===== src/hdl/spec_regs.vh =====
// constants for the suspend, power-event and clock-stop control block
// assumes one 100 MHz clock and a plain strobe register port with 8-bit data
//
// Functional notes
// - falling external management input raises management interrupt
// - selected, enabled bus alert raises irq, mgmt or wake
// - lid rising, falling or both edges selectable
// - optional 200 us lid debounce
// - same enable debounces power button 200 us
// - primary plane off in POS, RAM, disk
// - secondary plane off in RAM, disk only
// - tertiary plane off in disk suspend only
// - host clock may stop in stop-clock and suspends
// - refresh clock runs, stopped in disk, soft-off
// - PCI reset at power-up or by software
// - slow clock active only for nonzero select code
// - CPU clock stop request output
// - PCI clock stop request output
// - resume reset clears all standby registers except gpo, which loads all ones
// - shared monitor pin is wake-on-LAN or thermal
// - shared pin is sleep button when bit clear
`ifndef SPEC_REGS_VH
`define SPEC_REGS_VH

// register byte addresses
`define SPEC_ADDR_CFG     8'h00
`define SPEC_ADDR_PINSEL  8'h04
`define SPEC_ADDR_CLKSEL  8'h08
`define SPEC_ADDR_CTRL    8'h0C
`define SPEC_ADDR_EVEN    8'h10
`define SPEC_ADDR_STATUS  8'h14
`define SPEC_ADDR_MASK    8'h18
`define SPEC_ADDR_INPUTS  8'h1C
`define SPEC_ADDR_GPO     8'h20

// configuration byte fields
`define SPEC_CFG_DEB_EN    5
`define SPEC_CFG_SLP_OFF   6
`define SPEC_CFG_WOL_SEL   7
// pin select fields
`define SPEC_PSEL_SLOW_LO  0
`define SPEC_PSEL_PRI      2
`define SPEC_PSEL_SEC      3
`define SPEC_PSEL_HOST     4
`define SPEC_PSEL_REFRESH  5
// clock stop select fields
`define SPEC_CSEL_CPU      0
`define SPEC_CSEL_PCI      1
// control fields
`define SPEC_CTRL_CPU_STOP 4
`define SPEC_CTRL_PCI_STOP 5
`define SPEC_CTRL_PCI_RST  6
// event enable fields
`define SPEC_EVEN_EXT      0
`define SPEC_EVEN_ALERT    1
`define SPEC_EVEN_LID_RISE 2
`define SPEC_EVEN_LID_FALL 3
`define SPEC_EVEN_ALERT_FN 4
`define SPEC_EVEN_ROUTE_LO 5
// status bits
`define SPEC_ST_EXT        0
`define SPEC_ST_ALERT      1
`define SPEC_ST_LID        2
`define SPEC_ST_POWER_BUTTON_N     3
`define SPEC_ST_SLEEP_BUTTON_N     4
`define SPEC_ST_WOL        5
`define SPEC_ST_THERM      6

// power states
`define SPEC_PS_ON         3'h0
`define SPEC_PS_STOPCLK    3'h1
`define SPEC_PS_POS        3'h2
`define SPEC_PS_RAM        3'h3
`define SPEC_PS_DISK       3'h4
`define SPEC_PS_SOFTOFF    3'h5

// alert routes
`define SPEC_ROUTE_IRQ     2'h0
`define SPEC_ROUTE_MGMT    2'h1
`define SPEC_ROUTE_PME     2'h2

// reset values
`define SPEC_RST_CFG       8'h00
`define SPEC_RST_PINSEL    8'h00
`define SPEC_RST_CLKSEL    8'h00
`define SPEC_RST_CTRL      8'h00
`define SPEC_RST_EVEN      8'h00
`define SPEC_RST_MASK      8'h00
`define SPEC_RST_GPO       8'hFF

// timing
`define SPEC_CLK_HZ        100000000
`define SPEC_DEB_TIME_US   200
`define SPEC_DEB_CYC       (`SPEC_DEB_TIME_US * (`SPEC_CLK_HZ / 1000000))
`define SPEC_REFRESH_HZ    32768
`define SPEC_REFRESH_HALF  (`SPEC_CLK_HZ / (2 * `SPEC_REFRESH_HZ))

`endif


===== src/hdl/spec_suspend_power.v =====
// suspend-plane, power-event and clock-stop control
// assumes synchronous register strobes; event pins are asynchronous, the monitor pin idles low
//
// The implementer's own choices: the register addresses and the plain strobed port.
`timescale 1ns/1ps
`include "spec_regs.vh"

////////////////////////////////////////////////////////////////////////////////
module spec_sync #(
  parameter WIDTH = 1,
  parameter [WIDTH-1:0] RST_VAL = {WIDTH{1'b1}}
) (
  // clock and reset
  input  wire             i_clk,
  input  wire             i_arst_n,
  // data
  input  wire [WIDTH-1:0] i_d,
  output wire [WIDTH-1:0] o_q
);
  reg [WIDTH-1:0] meta;
  reg [WIDTH-1:0] stable;

  always @(posedge i_clk or negedge i_arst_n) begin
    if (!i_arst_n) begin
      meta   <= RST_VAL;
      stable <= RST_VAL;
    end else begin
      meta   <= i_d;
      stable <= meta;
    end
  end

  assign o_q = stable;
endmodule

////////////////////////////////////////////////////////////////////////////////
module spec_debounce #(
  parameter LIMIT = 20000
) (
  // clock and reset
  input  wire i_clk,
  input  wire i_arst_n,
  // control and data
  input  wire i_en,
  input  wire i_in,
  output wire o_level
);
  reg        level;
  reg [14:0] cnt;

  // a level must hold LIMIT cycles before it is believed
  always @(posedge i_clk or negedge i_arst_n) begin
    if (!i_arst_n) begin
      level <= 1'b1;
      cnt   <= 15'h0000;
    end else if (!i_en) begin
      level <= i_in;
      cnt   <= 15'h0000;
    end else if (i_in == level) begin
      cnt   <= 15'h0000;
    end else if (cnt >= LIMIT[14:0] - 15'h0001) begin
      level <= i_in;
      cnt   <= 15'h0000;
    end else begin
      cnt   <= cnt + 15'h0001;
    end
  end

  assign o_level = level;
endmodule

////////////////////////////////////////////////////////////////////////////////
module spec_suspend_power #(
  parameter DEB_CYCLES = `SPEC_DEB_CYC
) (
  // clock and resume reset
  input  wire       i_clk,
  input  wire       i_arst_n,
  // register port
  input  wire [7:0] i_addr,
  input  wire [7:0] i_wdata,
  input  wire       i_wr,
  input  wire       i_rd,
  output reg  [7:0] o_rdata,
  // event inputs
  input  wire       i_ext_mgmt_irq_n,
  input  wire       i_bus_alert_n,
  input  wire       i_lid,
  input  wire       i_power_button_n,
  input  wire       i_sleep_button_n,
  input  wire       i_monitor_in,
  input  wire       i_power_good,
  // interrupt outputs
  output wire       o_irq,
  output reg        o_mgmt_irq_out_n,
  output reg        o_pme_n,
  // plane and clock control outputs
  output reg        o_primary_plane_off_n,
  output reg        o_secondary_plane_off_n,
  output reg        o_tertiary_plane_off_n,
  output reg        o_host_clk_may_stop_n,
  output reg        o_refresh_slow_clk,
  output reg        o_selectable_slow_clk,
  output reg        o_pci_bus_reset_n,
  output reg        o_cpu_clk_stop_req_n,
  output reg        o_pci_clk_stop_req_n
);

  //////////////////////////////////////////////////////////////////////////////
  // registers
  reg  [7:0]  cfg;
  reg  [7:0]  pinsel;
  reg  [7:0]  clksel;
  reg  [7:0]  ctrl;
  reg  [7:0]  even;
  reg  [7:0]  status;
  reg  [7:0]  mask;
  reg  [7:0]  gpo;
  reg  [7:0]  next_rdata;
  reg  [7:0]  ev_set;
  wire [2:0]  pstate;
  wire [1:0]  route;
  wire [1:0]  slow_sel;

  assign pstate   = ctrl[2:0];
  assign route    = even[`SPEC_EVEN_ROUTE_LO+1:`SPEC_EVEN_ROUTE_LO];
  assign slow_sel = pinsel[`SPEC_PSEL_SLOW_LO+1:`SPEC_PSEL_SLOW_LO];

  //////////////////////////////////////////////////////////////////////////////
  // input conditioning
  wire [6:0] raw;
  wire [6:0] syn;
  wire       lid_lvl;
  wire       power_button_n_lvl;

  assign raw = {i_power_good, i_monitor_in, i_sleep_button_n, i_power_button_n,
                i_lid, i_bus_alert_n, i_ext_mgmt_irq_n};

  spec_sync #(
    .WIDTH   (7),
    .RST_VAL (7'h1F)
  ) u_sync (
    .i_clk    (i_clk),
    .i_arst_n (i_arst_n),
    .i_d      (raw),
    .o_q      (syn)
  );

  spec_debounce #(
    .LIMIT (DEB_CYCLES)
  ) u_deb_lid (
    .i_clk    (i_clk),
    .i_arst_n (i_arst_n),
    .i_en     (cfg[`SPEC_CFG_DEB_EN]),
    .i_in     (syn[2]),
    .o_level  (lid_lvl)
  );

  spec_debounce #(
    .LIMIT (DEB_CYCLES)
  ) u_deb_pwr (
    .i_clk    (i_clk),
    .i_arst_n (i_arst_n),
    .i_en     (cfg[`SPEC_CFG_DEB_EN]),
    .i_in     (syn[3]),
    .o_level  (power_button_n_lvl)
  );

  //////////////////////////////////////////////////////////////////////////////
  // edge detection
  reg [5:0] prev;
  wire [5:0] cur;

  assign cur = {syn[5], syn[4], power_button_n_lvl, lid_lvl, syn[1], syn[0]};

  always @(posedge i_clk or negedge i_arst_n) begin
    if (!i_arst_n) begin
      prev <= 6'h1F;
    end else begin
      prev <= cur;
    end
  end

  always @* begin
    ev_set = 8'h00;
    // falling edge of external management input
    ev_set[`SPEC_ST_EXT] = even[`SPEC_EVEN_EXT] & prev[0] & ~cur[0];
    // alert asserted while function selected and enabled
    ev_set[`SPEC_ST_ALERT] = even[`SPEC_EVEN_ALERT_FN] & even[`SPEC_EVEN_ALERT] & ~cur[1];
    ev_set[`SPEC_ST_LID] = (even[`SPEC_EVEN_LID_RISE] & ~prev[2] & cur[2]) |
                           (even[`SPEC_EVEN_LID_FALL] & prev[2] & ~cur[2]);
    ev_set[`SPEC_ST_POWER_BUTTON_N] = prev[3] & ~cur[3];
    // sleep button only when its bit is clear
    ev_set[`SPEC_ST_SLEEP_BUTTON_N] = ~cfg[`SPEC_CFG_SLP_OFF] & prev[4] & ~cur[4];
    ev_set[`SPEC_ST_WOL]   = cfg[`SPEC_CFG_WOL_SEL] & ~prev[5] & cur[5];
    ev_set[`SPEC_ST_THERM] = ~cfg[`SPEC_CFG_WOL_SEL] & ~prev[5] & cur[5];
  end

  //////////////////////////////////////////////////////////////////////////////
  // register writes; resume reset clears everything here except gpo, which loads 8'hFF
  always @(posedge i_clk or negedge i_arst_n) begin
    if (!i_arst_n) begin
      cfg    <= `SPEC_RST_CFG;
      pinsel <= `SPEC_RST_PINSEL;
      clksel <= `SPEC_RST_CLKSEL;
      ctrl   <= `SPEC_RST_CTRL;
      even   <= `SPEC_RST_EVEN;
      mask   <= `SPEC_RST_MASK;
      gpo    <= `SPEC_RST_GPO;
    end else if (i_wr) begin
      case (i_addr)
        `SPEC_ADDR_CFG: begin
          cfg <= i_wdata & 8'hE0;
        end
        `SPEC_ADDR_PINSEL: begin
          pinsel <= i_wdata & 8'h3F;
        end
        `SPEC_ADDR_CLKSEL: begin
          clksel <= i_wdata & 8'h03;
        end
        `SPEC_ADDR_CTRL: begin
          ctrl <= i_wdata & 8'h77;
        end
        `SPEC_ADDR_EVEN: begin
          even <= i_wdata & 8'h7F;
        end
        `SPEC_ADDR_MASK: begin
          mask <= i_wdata & 8'h7F;
        end
        `SPEC_ADDR_GPO: begin
          gpo <= i_wdata & 8'h3F;
        end
        default: begin
          cfg <= cfg;
        end
      endcase
    end
  end

  // sticky status, write one to clear; a same-cycle event survives the clear
  always @(posedge i_clk or negedge i_arst_n) begin
    if (!i_arst_n) begin
      status <= 8'h00;
    end else if (i_wr && i_addr == `SPEC_ADDR_STATUS) begin
      status <= (status & ~i_wdata) | ev_set;
    end else begin
      status <= status | ev_set;
    end
  end

  //////////////////////////////////////////////////////////////////////////////
  // read port, data valid only in the cycle after the strobe
  always @* begin
    case (i_addr)
      `SPEC_ADDR_CFG:    next_rdata = cfg;
      `SPEC_ADDR_PINSEL: next_rdata = pinsel;
      `SPEC_ADDR_CLKSEL: next_rdata = clksel;
      `SPEC_ADDR_CTRL:   next_rdata = ctrl;
      `SPEC_ADDR_EVEN:   next_rdata = even;
      `SPEC_ADDR_STATUS: next_rdata = status;
      `SPEC_ADDR_MASK:   next_rdata = mask;
      `SPEC_ADDR_INPUTS: next_rdata = {1'b0, syn[6], cur};
      `SPEC_ADDR_GPO:    next_rdata = gpo;
      default:           next_rdata = 8'h00;
    endcase
  end

  always @(posedge i_clk or negedge i_arst_n) begin
    if (!i_arst_n) begin
      o_rdata <= 8'h00;
    end else if (i_rd) begin
      o_rdata <= next_rdata;
    end else begin
      o_rdata <= 8'h00;
    end
  end

  //////////////////////////////////////////////////////////////////////////////
  // interrupt outputs
  wire [7:0] pend;
  wire       alert_pend;

  assign pend       = status & mask;
  assign alert_pend = pend[`SPEC_ST_ALERT];
  assign o_irq      = |pend;

  always @(posedge i_clk or negedge i_arst_n) begin
    if (!i_arst_n) begin
      o_mgmt_irq_out_n <= 1'b1;
      o_pme_n          <= 1'b1;
    end else begin
      // management interrupt from pin, lid, button, wake-on-LAN and thermal events
      // alert goes where the route field sends it
      o_mgmt_irq_out_n <= ~((|(pend & 8'h7D)) | (alert_pend & (route == `SPEC_ROUTE_MGMT)));
      o_pme_n          <= ~(alert_pend & (route == `SPEC_ROUTE_PME));
    end
  end

  //////////////////////////////////////////////////////////////////////////////
  // suspend clock and slow clock dividers
  reg [10:0] half_cnt;
  reg        refresh_phase;
  reg [2:0]  slow_cnt;
  wire       half_tick;
  wire       refresh_stop;

  assign half_tick    = (half_cnt == `SPEC_REFRESH_HALF - 1);
  assign refresh_stop = (pstate == `SPEC_PS_DISK) || (pstate == `SPEC_PS_SOFTOFF);

  // the divider rounds down, so the refresh clock runs a little fast
  always @(posedge i_clk or negedge i_arst_n) begin
    if (!i_arst_n) begin
      half_cnt      <= 11'h000;
      refresh_phase <= 1'b0;
      slow_cnt      <= 3'h0;
    end else if (half_tick) begin
      half_cnt      <= 11'h000;
      refresh_phase <= ~refresh_phase;
      slow_cnt      <= slow_cnt + 3'h1;
    end else begin
      half_cnt      <= half_cnt + 11'h001;
    end
  end

  //////////////////////////////////////////////////////////////////////////////
  // plane, clock and reset outputs; select bit set hands the pin to gpo
  wire in_pos;
  wire in_ram;
  wire in_disk;
  wire pwr_good;

  assign in_pos   = (pstate == `SPEC_PS_POS);
  assign in_ram   = (pstate == `SPEC_PS_RAM);
  assign in_disk  = (pstate == `SPEC_PS_DISK);
  assign pwr_good = syn[6];

  always @(posedge i_clk or negedge i_arst_n) begin
    if (!i_arst_n) begin
      o_primary_plane_off_n   <= 1'b1;
      o_secondary_plane_off_n <= 1'b1;
      o_tertiary_plane_off_n  <= 1'b1;
      o_host_clk_may_stop_n   <= 1'b1;
      o_refresh_slow_clk      <= 1'b0;
      o_selectable_slow_clk   <= 1'b0;
      o_pci_bus_reset_n       <= 1'b0;
      o_cpu_clk_stop_req_n    <= 1'b1;
      o_pci_clk_stop_req_n    <= 1'b1;
    end else begin
      o_primary_plane_off_n <= pinsel[`SPEC_PSEL_PRI] ? gpo[0] : ~(in_pos | in_ram | in_disk);
      o_secondary_plane_off_n <= pinsel[`SPEC_PSEL_SEC] ? gpo[1] : ~(in_ram | in_disk);
      o_tertiary_plane_off_n <= ~in_disk;
      o_host_clk_may_stop_n <= pinsel[`SPEC_PSEL_HOST] ? gpo[2] :
                               ~((pstate == `SPEC_PS_STOPCLK) | in_pos | in_ram | in_disk);
      // refresh clock gated in disk and off states
      o_refresh_slow_clk <= pinsel[`SPEC_PSEL_REFRESH] ? gpo[3] : (refresh_phase & ~refresh_stop);
      // slow clock halves per code step
      case (slow_sel)
        2'h1:    o_selectable_slow_clk <= slow_cnt[0];
        2'h2:    o_selectable_slow_clk <= slow_cnt[1];
        2'h3:    o_selectable_slow_clk <= slow_cnt[2];
        default: o_selectable_slow_clk <= 1'b0;
      endcase
      o_pci_bus_reset_n <= pwr_good & ~ctrl[`SPEC_CTRL_PCI_RST];
      o_cpu_clk_stop_req_n <= clksel[`SPEC_CSEL_CPU] ? gpo[4] :
                              ~(ctrl[`SPEC_CTRL_CPU_STOP] | (pstate == `SPEC_PS_STOPCLK));
      o_pci_clk_stop_req_n <= clksel[`SPEC_CSEL_PCI] ? gpo[5] : ~ctrl[`SPEC_CTRL_PCI_STOP];
    end
  end

endmodule


===== config.mk =====
export PLATFORM = sky130hd
export DESIGN_NAME = spec_suspend_power
export DESIGN_NICKNAME = d
export VERILOG_FILES = /design/src/hdl/spec_suspend_power.v
export VERILOG_INCLUDE_DIRS = /design/src /design/src/hdl
export SDC_FILE = /design/constraint.sdc
export NUM_CORES = 1
export LEC_CHECK = 0
export BUFFER_PORTS_ARGS = -buffer_cell sky130_fd_sc_hd__buf_2
export CAP_MARGIN = 20
export CORE_MARGIN = 2
export CORE_UTILIZATION = 65
export CTS_BUF_LIST = sky130_fd_sc_hd__clkbuf_4
export CTS_CLUSTER_DIAMETER = 80
export DETAILED_ROUTE_END_ITERATION = 10
export PLACE_DENSITY = 0.85
export SYNTH_ARGS = -nofsm -noshare
export SYNTH_HDL_FRONTEND = slang
export SYNTH_SLANG_ARGS = --single-unit

===== constraint.sdc =====
create_clock -name i_clk -period 6 [get_ports i_clk]
set_clock_uncertainty 0.15 [all_clocks]
set_input_delay 0.3 -clock i_clk [delete_from_list [all_inputs] [get_ports i_clk]]
set_output_delay 0.3 -clock i_clk [all_outputs]
set_load 0.1 [all_outputs]

Word level (Yosys, flattened, before mapping)
Cells that the tools add are included.
{"block": "totals", "reg_bits": 133, "in_bits": 27, "out_inout_bits": 20, "elab_cells": 151}
{"block": "op_classes", "addsub": 4, "magnitude_cmp": 2, "n_eq_ne": 25, "n_mux": 23, "n_bitwise": 53, "reduce_logical": 14}
{"operator": "$mux 15", "n": 6}
{"operator": "$pmux 8 s9", "n": 1}
{"operator": "$eq 8x5->1 const B", "n": 4}
{"operator": "$add 15x1->15 const B", "n": 2}
{"operator": "$ge 15x15->1 const B", "n": 2}
{"operator": "$not 1->1", "n": 20}
{"operator": "$and 1x1->1", "n": 19}
{"operator": "$reduce_and 2->1", "n": 9}
{"operator": "$eq 8x4->1 const B", "n": 2}
{"operator": "$mux 8", "n": 2}
{"operator": "$or 8x7->8", "n": 2}
{"operator": "$mux 1", "n": 12}
{"operator": "$add 11x1->11 const B", "n": 1}
{"operator": "$eq 11x11->1 const B", "n": 1}
{"operator": "$mux 11", "n": 1}
{"operator": "$or 1x1->1", "n": 9}
{"operator": "$and 8x7->8", "n": 1}
{"operator": "$and 8x8->8", "n": 1}
{"operator": "$eq 8x3->1 const B", "n": 1}
{"operator": "$eq 8x6->1 const B", "n": 1}
{"operator": "$logic_not 8->1", "n": 1}
{"operator": "$not 8->8", "n": 1}
{"operator": "$reduce_or 8->1", "n": 1}
{"operator": "$eq 2x2->1 const B", "n": 3}
{"operator": "12 further kinds", "n": 18}

Longest topological paths before layout
{"block": "logic_depth", "ltp_word": 6, "mapped_depth": 7, "ltp_nobuf": 5}

Modules after synthesis
Synthesis repeated with hierarchy kept, for this count alone.
{"block": "hier_totals", "cells_unflattened": 504, "hier_area_um2": 5965.7}
{"module": "spec_suspend_power", "instances": 1, "cells_each": 326, "area_per_inst_um2": 3966.3, "seq_area_each_um2": 2150.8}
{"module": "spec_debounce", "instances": 2, "cells_each": 82, "area_per_inst_um2": 818.3, "seq_area_each_um2": 401.6}
{"module": "spec_sync", "instances": 1, "cells_each": 14, "area_per_inst_um2": 362.8, "seq_area_each_um2": 362.8}

Worst setup path before layout
No wires, ideal clock.
{"block": "synth_path", "kind": "register -> output", "from": "reg status[3]", "to": "out o_irq", "arrival_ns": 1.511, "required_time_ns": 5.550, "setup_slack_ns": 4.039, "stages_incl_launch_ff": 3, "n_path_buf": 0, "cell_sequence": "dfrtp_1 -> a22oi_1 -> nand4_1"}
{"block": "synth_between", "elab_chain_cells": 2}
{"item": "start, declared", "line": "spec_suspend_power.v:116", "text": "reg [7:0] status;"}
{"item": "start signal, assigned", "line": "spec_suspend_power.v:245", "text": "status <= (status & ~i_wdata) | ev_set;"}
{"item": "start signal, assigned", "line": "spec_suspend_power.v:247", "text": "status <= status | ev_set;"}
{"item": "$and 8x7->8", "line": "spec_suspend_power.v:283", "text": "assign pend = status & mask;"}
{"item": "$reduce_or 8->1", "line": "spec_suspend_power.v:285", "text": "assign o_irq = |pend;"}
{"item": "end, declared", "line": "spec_suspend_power.v:94", "text": "output wire o_irq,"}
Every way passes these cells.

Worst setup path in the final report
Ends and elaborated chain as after synthesis.

==> results.json <==
{
  "crit-reg2reg-launch": "u_deb_lid.cnt[0]",
  "peakVddDrop_mv": 0.206,
  "diodes": 0,
  "clock_buffer_count_from_cts": 17,
  "syn_inst": 500,
  "critPathLaunch": "status[3]",
  "report.final.slew_viol_count": 0,
  "synth.lib_cells_used.distinct": 55,
  "power.share.combinational_pct": 10.0,
  "least_margin_pin_slew_ns": 0.608,
  "clock_tree.root_cell": "sky130_fd_sc_hd__clkbuf_4",
  "average_via_count_per_standard_cell": 6.11,
  "status": "finished, final reports clean",
  "most_common_cell_after_layout_fill_and_taps_aside": "sky130_fd_sc_hd__dfrtp_1",
  "wirelength_um": 12500,
  "wl_per_cell_um": 18.0,
  "hold_buffers": 17,
  "die_width_um": 99.4,
  "grt_pass1_vias": 4219,
  "portBuffers": 46,
  "maxClockFrequency_mhz": 461,
  "timing.hold.worst.class": "input pin to flip-flop",
  "power_frac_clock_pct": 36.0,
  "final_critical_path_setup_slack_ns": 3.83,
  "power.sequential.fraction_pct": 54.1,
  "report.final.hold_viol_count": 0,
  "yosys_warnings": 0,
  "fraction_of_final_layout_cells_with_drive_strength_greater_than_1_pct": 29.7,
  "tritoncts": "yes",
  "dp_hpwl_um": 8450,
  "die_h_um": 99.4,
  "tns_ns": 0,
  "p_int_mw": 1.28,
  "detailroute.via_count": 4233,
  "antenna_found_initial": 0,
  "ys_async_sr_fraction_pct": 100,
  "switchingPower_mw": 0.481,
  "pre_cts_ws_ns": 3.83,
  "slew_headroom_pct": 59.5,
  "cellLeakagePower_nw": 2.93,
  "die-area_um2": 9870,
  "startpoint_type": "flip-flop",
  "ctsResizeCount": 0,
  "drv.max_cap_violation_count": 0,
  "final.min_clock_period_ns": 2.17,
  "p_total_mw": 1.76,
  "final.hold.worst_slack_ns": 0.0878,
  "initial_core_util_pct": 67.4,
  "globalRouteTotalUtil_pct": 26.7,
  "hold_start": "i_addr[2]",
  "utilization_pct": 76.7,
  "syn_area_um2": 5910,
  "mappedNetlistNets": 532,
  "core-area_um2": 8760,
  "maximum_number_of_pins_on_one_net_before_global_route_repair": 84,
  "stdcell_area_um2": 6730,
  "antenna_left": 0,
  "timing.critical_path.arrival_ns": 1.72,
  "cellPowerDensity_nw_per_um2": 261,
  "layout.cells.non_filler": 693,
  "io_pins": 47,
  "syn2layout_area_growth_pct": 13.8,
  "worst-setup-path-type": "flip-flop to output pin",
  "clk_path_buf_depth": 2,
  "rows": 34,
  "dr.pass1.iters": 7,
  "critical_path_required_ns": 5.55,
  "unrepaired_setup_endpoints_after_global_routing": "false",
  "drt_first_iter_violations": 234,
  "ys_dominant_reg_cell": "sky130_fd_sc_hd__dfrtp_1",
  "crit_path_max_fanout": 3,
  "clock_latency_ns": 0.52,
  "clock_sinks": 131,
  "detailed_place.area_um2": 6220,
  "clkSlewWorstSetupHoldPaths_ns": 0.12,
  "layout_common_cells": "sky130_fd_sc_hd__dfrtp_1 (100), sky130_fd_sc_hd__nor2_1 (47), sky130_fd_sc_hd__buf_2 (45), sky130_fd_sc_hd__mux2_2 (44), sky130_fd_sc_hd__nand2_1 (42)",
  "report.final.setup_viol": 0,
  "ys_seq_area_share_pct": 56.1,
  "endpoint_kind": "output pin",
  "globalRoute.totalOverflow": 0,
  "layout_worst_path_cycle_share_pct": 36.1,
  "h-tree-depth": 4,
  "grt_pass1_wl_um": 20400,
  "remaining_drc_errors": 0,
  "routability_congestion_estimate_from_global_placement": 0.942,
  "synth_enable_flop_cells": 0,
  "post-cts-setup-buffers": 0,
  "placed_cells_incl_taps": 643,
  "sw_frac_of_total_pct": 27.3,
  "synthesis.area_per_instance_um2": 11.8,
  "ys_seq_elements": 131,
  "layout.nets": 604
}
-- cell families (layout without fill, tap and decap cells) --
group           after synthesis  count (layout)  synth area share (%)
simple gates                185             185                  17.5
xor+xnor                     37              37                  5.48
compound gates               62              62                  7.05
fa+ha+maj                     5               5                  1.06
buf+inv                      28             113                  2.20
mux                          52              52                  10.6
flops                       131             131                  56.1
-- critical path: stages, from the launching register on --
cell and delay (ns):
sky130_fd_sc_hd__dfrtp_1 0.42, sky130_fd_sc_hd__a22oi_1 0.27, sky130_fd_sc_hd__nand4_1 0.18, sky130_fd_sc_hd__buf_2 0.33
-- cell type report --
type | count | area, um2
clock buffer | 18 | 135
sequential | 131 | 3320
fill | 578 | 2040
timing repair buffer | 65 | 438
tap | 108 | 135
clock inverter | 14 | 176
multi-input combinational | 341 | 2460
inverter | 16 | 60.1
-- registers in the layout, indices dropped and copies added (netlist names), 2 cells and up --
signal and flops:
mask 7, even 7, slow_cnt 3, u_sync.meta 7, status 8, pinsel 6, u_deb_lid.cnt 15, ctrl 6
prev 5, u_deb_pwr.cnt 15, o_rdata 8, clksel 2, cfg 3, gpo 7, u_sync.o_q 7, half_cnt 11
-- metal layers --
| metal | GRT usage, % | wire [um] | up-vias |
|---|---|---|---|
| li1 | - | - | 1936 |
| met1 | 34.6 | 5220 | 2092 |
| met2 | 43.9 | 6200 | 174 |
| met3 | 5.62 | 712 | 31 |
| met4 | 11.4 | 357 | 0 |
| met5 | 0 | 0 | - |
-- power groups by stage --
stage / clock network [mW] / registers, mW / logic, mW
after CTS: 0.645 / 0.950 / 0.173
after detailed placement: 0 / 0.966 / 0.164
final: 0.632 / 0.951 / 0.175
after global placement: 0 / 0.965 / 0.161
after global routing: 0.686 / 0.954 / 0.187
after floorplan: 0 / 1.00 / 0.0639
-- synthesized netlist by cell type, types with 2 or more instances --
master                     number  area [um2]
sky130_fd_sc_hd__o21ai_0       21         105
sky130_fd_sc_hd__nor2b_1        3        18.8
sky130_fd_sc_hd__mux2i_1        4        40.0
sky130_fd_sc_hd__nor4bb_1       2        20.0
sky130_fd_sc_hd__nand2_1       42         158
sky130_fd_sc_hd__clkbuf_1       2        7.51
sky130_fd_sc_hd__nand4_1       15        93.8
sky130_fd_sc_hd__inv_1         16        60.1
sky130_fd_sc_hd__xnor2_1       20         175
sky130_fd_sc_hd__nor4b_4        2        47.6
sky130_fd_sc_hd__xor2_1        17         149
sky130_fd_sc_hd__a21oi_1        8        40.0
sky130_fd_sc_hd__nand3b_1       2        15.0
sky130_fd_sc_hd__mux4_2         4        90.1
sky130_fd_sc_hd__nor4_1         5        31.3
sky130_fd_sc_hd__a32oi_1        2        17.5
sky130_fd_sc_hd__a21o_1         2        15.0
sky130_fd_sc_hd__nand2_2        3        18.8
sky130_fd_sc_hd__a32o_1         3        30.0
sky130_fd_sc_hd__dfrtp_1      100        2500
sky130_fd_sc_hd__buf_6          2        22.5
sky130_fd_sc_hd__or4b_4         2        27.5
sky130_fd_sc_hd__mux2_2        44         495
sky130_fd_sc_hd__buf_2          8        40.0
sky130_fd_sc_hd__a22oi_1        5        37.5
sky130_fd_sc_hd__a31oi_1        5        31.3
sky130_fd_sc_hd__and2_1         6        37.5
sky130_fd_sc_hd__nor2_1        47         176
sky130_fd_sc_hd__nor3_1         5        25.0
sky130_fd_sc_hd__a22o_1         5        43.8
sky130_fd_sc_hd__and4_1         4        35.0
sky130_fd_sc_hd__and3_1        10        62.6
sky130_fd_sc_hd__dfstp_2       31         815
sky130_fd_sc_hd__ha_1           5        62.6
sky130_fd_sc_hd__nand3_1       21         105
sky130_fd_sc_hd__or3_1          3        18.8
sky130_fd_sc_hd__nor3b_1        4        30.0
sky130_fd_sc_hd__a311o_1        3        30.0
-- final timing paths --
check	depth (start not counted)	slack, ns	endpoint
max	3	3.83	o_irq
min	3	0.09	o_rdata[5]
max reg2reg	5	3.90	u_deb_lid.cnt[4]
min reg2reg	0	0.21	u_sync.o_q[5]
max in group asynchronous	4	4.44	u_deb_pwr.o_level
min in group asynchronous	2	0.15	o_selectable_slow_clk
Power figures use the tool's default switching activity.
